## src/pkg/dbgpm_regs.vh

```
// register offsets, field positions and reset values of the data bus pad mux
`ifndef DBGPM_REGS_VH
`define DBGPM_REGS_VH
`define DBGPM_ADDR_W 8
`define DBGPM_OFS_BUS_CTRL 8'h00
`define DBGPM_OFS_PF_FUNC 8'h04
`define DBGPM_OFS_PF_DIR 8'h08
`define DBGPM_OFS_PF_DATA 8'h0c
`define DBGPM_OFS_PF_PULLUP 8'h10
`define DBGPM_OFS_PF_LEVEL 8'h14
`define DBGPM_OFS_BUS_STAT 8'h18
`define DBGPM_BIT_DRIVE_HOLD 0
`define DBGPM_BIT_BUS_ACTIVE 0
`define DBGPM_PF_LSB 9
`define DBGPM_PF_MSB 15
`define DBGPM_NUM_SHARED 7
`define DBGPM_NUM_LINES 16
`define DBGPM_RST_BUS_CTRL 1'h0
`define DBGPM_RST_PF_FUNC 7'h7f
`define DBGPM_RST_PF_DIR 7'h00
`define DBGPM_RST_PF_DATA 7'h00
`define DBGPM_RST_PF_PULLUP 7'h7f
`endif

```

## src/rtl/dbgpm_pad_cell.v

```verilog
// one data line pad: output, enable and pull-up flip-flops plus function select
`timescale 1ns/10ps
module dbgpm_pad_cell (
   input wire pclk,
   input wire presetn,
   input wire clk_en,
   input wire gpio_sel,
   input wire gpio_dir,
   input wire gpio_val,
   input wire pu_en,
   input wire bus_drive,
   input wire bus_val,
   output reg pad_out_ff,
   output reg pad_oe_ff,
   output reg pad_pu_ff
);
   reg nxt_pad_out;
   reg nxt_pad_oe;

   always @* begin
      if (gpio_sel) begin
         nxt_pad_oe = gpio_dir;
         nxt_pad_out = gpio_val;
      end else begin
         nxt_pad_oe = bus_drive;
         nxt_pad_out = bus_val;
      end
   end

   always @(posedge pclk or negedge presetn) begin
      if (!presetn) begin
         pad_out_ff <= 1'b0;
         pad_oe_ff <= 1'b0;
         pad_pu_ff <= 1'b1;
      end else if (clk_en) begin
         pad_out_ff <= nxt_pad_out;
         pad_oe_ff <= nxt_pad_oe;
         pad_pu_ff <= pu_en;
      end
   end
endmodule

```

## src/rtl/dbgpm_pad_mux.v

```verilog
// data bus / port f pad multiplexer with apb register slave
//
// The APB interface to the registers and the placing of the registers were chosen for this implementation.
`timescale 1ns/10ps
`include "dbgpm_regs.vh"

// Notes on behaviour
// - bus function: lines 0..6 carry data word bits 0..6 for memory accesses.
// - lines 7..15 carry the upper data word bits for memory accesses.
// - idle bus: lines float, or stay driven when drive-hold is set.
// - each shared port f pin is input or output by its own bit.
// - after reset, shared pins are in data bus function.
// - clearing pull-up register bit n turns off pull-up of port pin n.
// - every shared pin has a pull-up controlled per pin.
module dbgpm_pad_mux (
   input wire pclk,
   input wire presetn,
   input wire clk_en,
   input wire psel,
   input wire penable,
   input wire pwrite,
   input wire [7:0] paddr,
   input wire [31:0] pwdata,
   output reg [31:0] prdata_ff,
   output reg pready_ff,
   output reg pslverr_ff,
   input wire emi_active,
   input wire emi_write,
   input wire [15:0] emi_wdata,
   output reg [15:0] emi_rdata_ff,
   input wire [15:0] pad_in,
   output wire [15:0] pad_out,
   output wire [15:0] pad_oe,
   output wire [15:0] pad_pu
);
   localparam NS = `DBGPM_NUM_SHARED;
   localparam NL = `DBGPM_NUM_LINES;

   reg drive_hold_ff;
   reg [NS-1:0] pf_func_ff;
   reg [NS-1:0] pf_dir_ff;
   reg [NS-1:0] pf_data_ff;
   reg [NS-1:0] pf_pullup_ff;
   reg [NS-1:0] pf_level_ff;
   reg bus_active_ff;
   reg [NL-1:0] bus_val_ff;
   reg [31:0] nxt_prdata;
   reg nxt_slverr;
   reg bus_drive;
   wire access;
   wire wr_en;
   wire [NS-1:0] wr_field;
   reg nxt_drive_hold;
   reg [NS-1:0] nxt_pf_func;
   reg [NS-1:0] nxt_pf_dir;
   reg [NS-1:0] nxt_pf_data;
   reg [NS-1:0] nxt_pf_pullup;

   // true for every offset this slave implements
   function addr_mapped;
      input [7:0] a;
      begin
         case (a)
            `DBGPM_OFS_BUS_CTRL: addr_mapped = 1'b1;
            `DBGPM_OFS_PF_FUNC: addr_mapped = 1'b1;
            `DBGPM_OFS_PF_DIR: addr_mapped = 1'b1;
            `DBGPM_OFS_PF_DATA: addr_mapped = 1'b1;
            `DBGPM_OFS_PF_PULLUP: addr_mapped = 1'b1;
            `DBGPM_OFS_PF_LEVEL: addr_mapped = 1'b1;
            `DBGPM_OFS_BUS_STAT: addr_mapped = 1'b1;
            default: addr_mapped = 1'b0;
         endcase
      end
   endfunction

   // place a shared-pin field at port f bit positions 15:9
   function [31:0] pf_field;
      input [NS-1:0] v;
      begin
         pf_field = {16'h0000, v, 9'h000};
      end
   endfunction

   assign access = psel & penable & ~pready_ff;
   assign wr_en = psel & penable & pready_ff & pwrite & addr_mapped(paddr);
   // port f field of the write data, bits 15:9
   assign wr_field = pwdata[`DBGPM_PF_MSB:`DBGPM_PF_LSB];

   always @* begin
      nxt_slverr = ~addr_mapped(paddr);
      case (paddr)
         `DBGPM_OFS_BUS_CTRL: nxt_prdata = {31'h0, drive_hold_ff};
         `DBGPM_OFS_PF_FUNC: nxt_prdata = pf_field(pf_func_ff);
         `DBGPM_OFS_PF_DIR: nxt_prdata = pf_field(pf_dir_ff);
         `DBGPM_OFS_PF_DATA: nxt_prdata = pf_field(pf_data_ff);
         `DBGPM_OFS_PF_PULLUP: nxt_prdata = pf_field(pf_pullup_ff);
         `DBGPM_OFS_PF_LEVEL: nxt_prdata = pf_field(pf_level_ff);
         `DBGPM_OFS_BUS_STAT: nxt_prdata = {31'h0, bus_active_ff};
         default: nxt_prdata = 32'h00000000;
      endcase
      if (pwrite)
         nxt_prdata = 32'h00000000;
   end

   // clk_en low also freezes pready_ff: keep clk_en high through an apb transfer,
   // or a write the master completes during the freeze is lost
   // apb answer: one wait state, pready on the second access cycle
   always @(posedge pclk or negedge presetn) begin
      if (!presetn) begin
         pready_ff <= 1'b0;
         pslverr_ff <= 1'b0;
         prdata_ff <= 32'h00000000;
      end else if (clk_en) begin
         pready_ff <= access;
         if (access) begin
            pslverr_ff <= nxt_slverr;
            prdata_ff <= nxt_prdata;
         end else begin
            pslverr_ff <= 1'b0;
            prdata_ff <= 32'h00000000;
         end
      end
   end

   // software register next values; only a completed mapped write changes them
   always @* begin
      nxt_drive_hold = drive_hold_ff;
      nxt_pf_func = pf_func_ff;
      nxt_pf_dir = pf_dir_ff;
      nxt_pf_data = pf_data_ff;
      nxt_pf_pullup = pf_pullup_ff;
      if (wr_en) begin
         case (paddr)
            `DBGPM_OFS_BUS_CTRL: nxt_drive_hold = pwdata[`DBGPM_BIT_DRIVE_HOLD];
            `DBGPM_OFS_PF_FUNC: nxt_pf_func = wr_field;
            `DBGPM_OFS_PF_DIR: nxt_pf_dir = wr_field;
            `DBGPM_OFS_PF_DATA: nxt_pf_data = wr_field;
            `DBGPM_OFS_PF_PULLUP: nxt_pf_pullup = wr_field;
            default: nxt_drive_hold = drive_hold_ff;
         endcase
      end
   end

   // software registers
   always @(posedge pclk or negedge presetn) begin
      if (!presetn) begin
         drive_hold_ff <= `DBGPM_RST_BUS_CTRL;
         pf_func_ff <= `DBGPM_RST_PF_FUNC;
         pf_dir_ff <= `DBGPM_RST_PF_DIR;
         pf_data_ff <= `DBGPM_RST_PF_DATA;
         pf_pullup_ff <= `DBGPM_RST_PF_PULLUP;
      end else if (clk_en) begin
         drive_hold_ff <= nxt_drive_hold;
         pf_func_ff <= nxt_pf_func;
         pf_dir_ff <= nxt_pf_dir;
         pf_data_ff <= nxt_pf_data;
         pf_pullup_ff <= nxt_pf_pullup;
      end
   end

   // sampled pin levels and memory-side data capture
   always @(posedge pclk or negedge presetn) begin
      if (!presetn) begin
         pf_level_ff <= {NS{1'b0}};
         bus_active_ff <= 1'b0;
         bus_val_ff <= 16'h0000;
         emi_rdata_ff <= 16'h0000;
      end else if (clk_en) begin
         pf_level_ff <= pad_in[NS-1:0];
         bus_active_ff <= emi_active;
         if (emi_active && emi_write)
            bus_val_ff <= emi_wdata;
         if (emi_active && !emi_write)
            emi_rdata_ff <= pad_in;
      end
   end

   // write cycles drive the lines; idle bus keeps last value only with drive-hold
   always @* begin
      if (emi_active)
         bus_drive = emi_write;
      else
         bus_drive = drive_hold_ff;
   end

   genvar gi;
   generate
      for (gi = 0; gi < NL; gi = gi + 1) begin : g_line
         wire sel;
         wire dir;
         wire val;
         wire pu;
         wire bval;
         if (gi < NS) begin : g_shared
            assign sel = ~pf_func_ff[gi];
            assign dir = pf_dir_ff[gi];
            assign val = pf_data_ff[gi];
            assign pu = pf_pullup_ff[gi];
         end else begin : g_bus_only
            assign sel = 1'b0;
            assign dir = 1'b0;
            assign val = 1'b0;
            assign pu = 1'b1;
         end
         assign bval = (emi_active && emi_write) ? emi_wdata[gi] : bus_val_ff[gi];
         dbgpm_pad_cell u_cell (
            .pclk(pclk),
            .presetn(presetn),
            .clk_en(clk_en),
            .gpio_sel(sel),
            .gpio_dir(dir),
            .gpio_val(val),
            .pu_en(pu),
            .bus_drive(bus_drive),
            .bus_val(bval),
            .pad_out_ff(pad_out[gi]),
            .pad_oe_ff(pad_oe[gi]),
            .pad_pu_ff(pad_pu[gi])
         );
      end
   endgenerate
endmodule

```

## config.mk

```make
export PLATFORM = sky130hd
export DESIGN_NAME = dbgpm_pad_mux
export DESIGN_NICKNAME = d
export VERILOG_FILES = /design/src/rtl/dbgpm_pad_cell.v /design/src/rtl/dbgpm_pad_mux.v
export VERILOG_INCLUDE_DIRS = /design/src /design/src/pkg
export SDC_FILE = /design/constraint.sdc
export NUM_CORES = 1
export LEC_CHECK = 0
export ABC_CLOCK_PERIOD_IN_PS = 2400
export BUFFER_PORTS_ARGS = -buffer_cell sky130_fd_sc_hd__buf_2
export CAP_MARGIN = 0
export CORE_UTILIZATION = 40
export DETAILED_ROUTE_END_ITERATION = 8
export PLACE_DENSITY = 0.62
export SETUP_SLACK_MARGIN = 0.1
export SYNTH_ARGS = -nofsm -noshare
export SYNTH_HDL_FRONTEND = slang
export SYNTH_HIERARCHICAL = 1
export SYNTH_SLANG_ARGS = --single-unit
```

## constraint.sdc

```tcl
create_clock -name pclk -period 2.4 [get_ports pclk]
set_input_delay 0.72 -clock pclk [delete_from_list [all_inputs] [get_ports pclk]]
set_output_delay 0.72 -clock pclk [all_outputs]
set_load 0.01 [all_outputs]
```

==> summary.md <==
| Metric | Value |
|---|---|
| Run status | `finished clean` |
| Clk buf depth | `2` |
| Final Non-Filler Cells | `862` |
| # setup viols final | `0` |
| Largest net degree at the start of global routing | `54` |
| VDD IR max | `0.0004689 V` |
| Post-synthesis cell area | `5908 um2` |
| Ports | `178` |
| FILL cells | `1291` |
| Share of cells above drive strength 1 | `0.4756` |
| Synth async-reset ratio | `1.000` |
| Clock sink total | `127` |
| Worst EP required | `2.69 ns` |
| Worst Setup Path Type | `primary input to flip-flop` |
| Core Region | `14480 um2` |
| Mean Syn Cell Area | `12.79 um2` |
| Combinational share of power | `0.129` |
| Power per cell area | `790.3 nW/um2` |
| Flop2flop setup slack | `0.84 ns` |
| Worst Skew | `0.007377 ns` |
| First-pass GRT wire length | `21360 um` |
| Yosys warns | `6` |
| Sw frac | `0.2341` |
| DP HPWL | `9688 um` |
| Hold Buf Count CTS | `0` |
| Die width | `123.5 um` |
| Die area | `15260 um2` |
| Routed wire length | `13440 um` |
| DR iter-0 viols | `170` |
| DR DRC count | `0` |
| Row count | `44` |
| RSZ-0062 raised after global routing | `no` |
| Element type at the critical path end | `flip-flop` |
| Starting density of the core | `0.4081` |
| Internal Power | `4647 uW` |
| Final hold slack | `0.2089 ns` |
| CTS clk-pin slew, worst paths | `0.06 ns` |
| Fin crit period | `1.971 ns` |
| EDFF count, synth | `0` |
| CTS Buf Count | `17` |
| Pwr Total | `6067 uW` |
| Post-synth cell types | `38` |
| Root Buffer | `clkbuf_16` |
| Grt ovf | `0` |
| MaxCap Viol Count | `0` |
| Actual slew at the worst max-slew pin | `0.6058 ns` |
| Total global-route track usage | `0.1911` |
| Top achievable clock speed | `0.5074 GHz` |
| Min-Delay Path Class | `primary input to asynchronous set/reset pin` |
| DR vias | `4111` |
| Number of synthesized register bits | `127` |
| Synth top area cells | `dfrtp_1 41%, mux2_2 14%, dfstp_2 13%, mux2i_1 6.4%, mux2_4 5.8%` |
| Seq/Total Area, Yosys | `0.5443` |
| Share of the synthesized area in the top cell type | `0.4108` |
| Final worst path period share | `0.8211` |
| Multi-input gate area | `2631 um2` |
| Post-Route Utilization | `0.5302` |
| Placer Congestion | `0.7646` |
| Placed cells | `829` |
| Clock power frac | `0.465` |
| Drt via density | `4.769` |
| Count of buffers from port buffering | `129` |
| Flop pwr share | `0.406` |
| Register Area | `3216 um2` |
| H-tree levels | `4` |
| Area leader, netlist | `dfrtp_1` |
| Die height | `123.5 um` |
| WL/cell | `15.59 um` |
| Worst skew pair latency | `0.41 ns` |
| Top FF cell, synth | `dfrtp_1` |
| Vias in the first global route | `4196` |
| Worst Path Arrival | `2.26 ns` |
| Initial antenna violation count | `1` |
| ANT nets after route | `0` |
| Count leader, synth | `dfrtp_1` |
| Psw | `1420 uW` |
| Critical Path Source Type | `primary input` |
| Setup repair bufs after CTS | `0` |
| Nets@finish | `744` |
| CTS tree | `done` |
| Hold Vio Cnt, Final | `0` |
| Setup TNS | `0 ns` |
| Area growth syn-to-layout | `29.94%` |
| Post-CTS resize count | `0` |
| CP max FO | `4` |
| Slew headroom | `0.5953` |
| First-pass detailed-route iteration total | `6` |
| Synth top cells by count | `97 x dfrtp_1, 76 x mux2_2, 41 x a21oi_1` |
| Static leakage | `0.003704 uW` |
| Post-synthesis cell count | `462` |
| Slew Viols, Final | `0` |
-- placed cells by master, fill, tap and decap left out, types with 3 or more instances in the layout --
cell type,synthesis,final
mux2_2,76,76
conb_1,2,69
a22oi_1,3,3
nand2_1,9,9
inv_1,16,16
dfstp_2,30,30
mux2i_1,38,38
nand4b_1,4,4
o22ai_1,5,5
a21oi_1,41,41
clkbuf_16,0,17
nor2_1,34,34
nor2b_1,5,5
a211oi_1,3,3
o22a_1,3,3
bufinv_16,0,4
dfrtp_1,97,97
o21ai_0,12,11
buf_2,1,127
buf_4,24,25
mux2_4,23,23
clkbuf_8,0,6
nand3_1,3,3
clkinvlp_4,0,3
-- kinds of logic (layout without fill, tap and decap cells) --
family          count (synthesis)  in the layout  share of synthesized area
mux                           137            137                     0.2677
flops                         127            127                     0.5443
compound gates                 72             72                    0.06946
simple gates                   69             69                    0.06438
buf+inv                        55            203                    0.05294
other cells                     2             70                   0.001271
-- critical path: stages --
cell and delay (ns):
buf_2 0.10, or3_1 0.44, buf_4 0.19, nor4_4 0.28, buf_4 0.19, mux2_2 0.33
-- flip-flops by register name, summed over array words and instances (netlist names) --
name	count
drive_hold_ff	1
pf_pullup_ff	7
pf_dir_ff	7
prdata_ff	8
pf_data_ff	7
emi_rdata_ff	16
pf_func_ff	7
g_line.u_cell/pad_out_ff	16
pf_level_ff	7
bus_val_ff	16
pready_ff	1
g_line.u_cell/pad_pu_ff	16
pslverr_ff	1
bus_active_ff	1
g_line.u_cell/pad_oe_ff	16
-- power groups by stage --
stage                     Combinational (uW)  Clock [uW]  Sequential (uW)
after floorplan                          395           0             2550
after global placement                   768           0             2480
after detailed placement                 793           0             2500
after CTS                                796        2890             2460
after global routing                     878        2990             2490
final                                    782        2820             2460
-- final cells by class --
class | instances | share of cell area
diodes | 1 | 0.0003259
clock buffers | 24 | 0.06666
clock inverters | 8 | 0.01972
inverters | 16 | 0.007823
multi-input cells | 347 | 0.3427
flip-flops and latches | 127 | 0.4188
well taps | 184 | 0.02999
repair buffers | 155 | 0.1139
-- per-stage QoR --
step                instance area (um2)  worst slack [ns]
floorplan                          6160            0.1428
global placement                   7012           0.03121
detailed placement                 7012          0.008326
CTS                                7675            0.4444
global route                       7675            0.3624
finish                             7677            0.4293
-- worst paths after layout --
kind | start | to | cells after the start
setup / recovery | paddr[1] | pf_dir_ff[1] | 6
hold / removal | presetn | g_line[6].u_cell/pad_out_ff | 1
setup reg to reg | pready_ff | prdata_ff[11] | 5
hold reg to reg | pf_level_ff[3] | prdata_ff[12] | 2
max in group asynchronous | presetn | g_line[12].u_cell/pad_pu_ff | 2
min in group pclk | pf_level_ff[3] | prdata_ff[12] | 2
-- layer usage --
metal	routed length, um	vias up	share of wire	global-route usage
met3	728	17	0.054	0.05673
met2	6341	108	0.47	0.3003
met4	225	0	0.017	0.08584
met1	6146	2015	0.46	0.2426
li1	-	1971	-	-
met5	0	-	0	0
(Power assumes the default switching activity.)
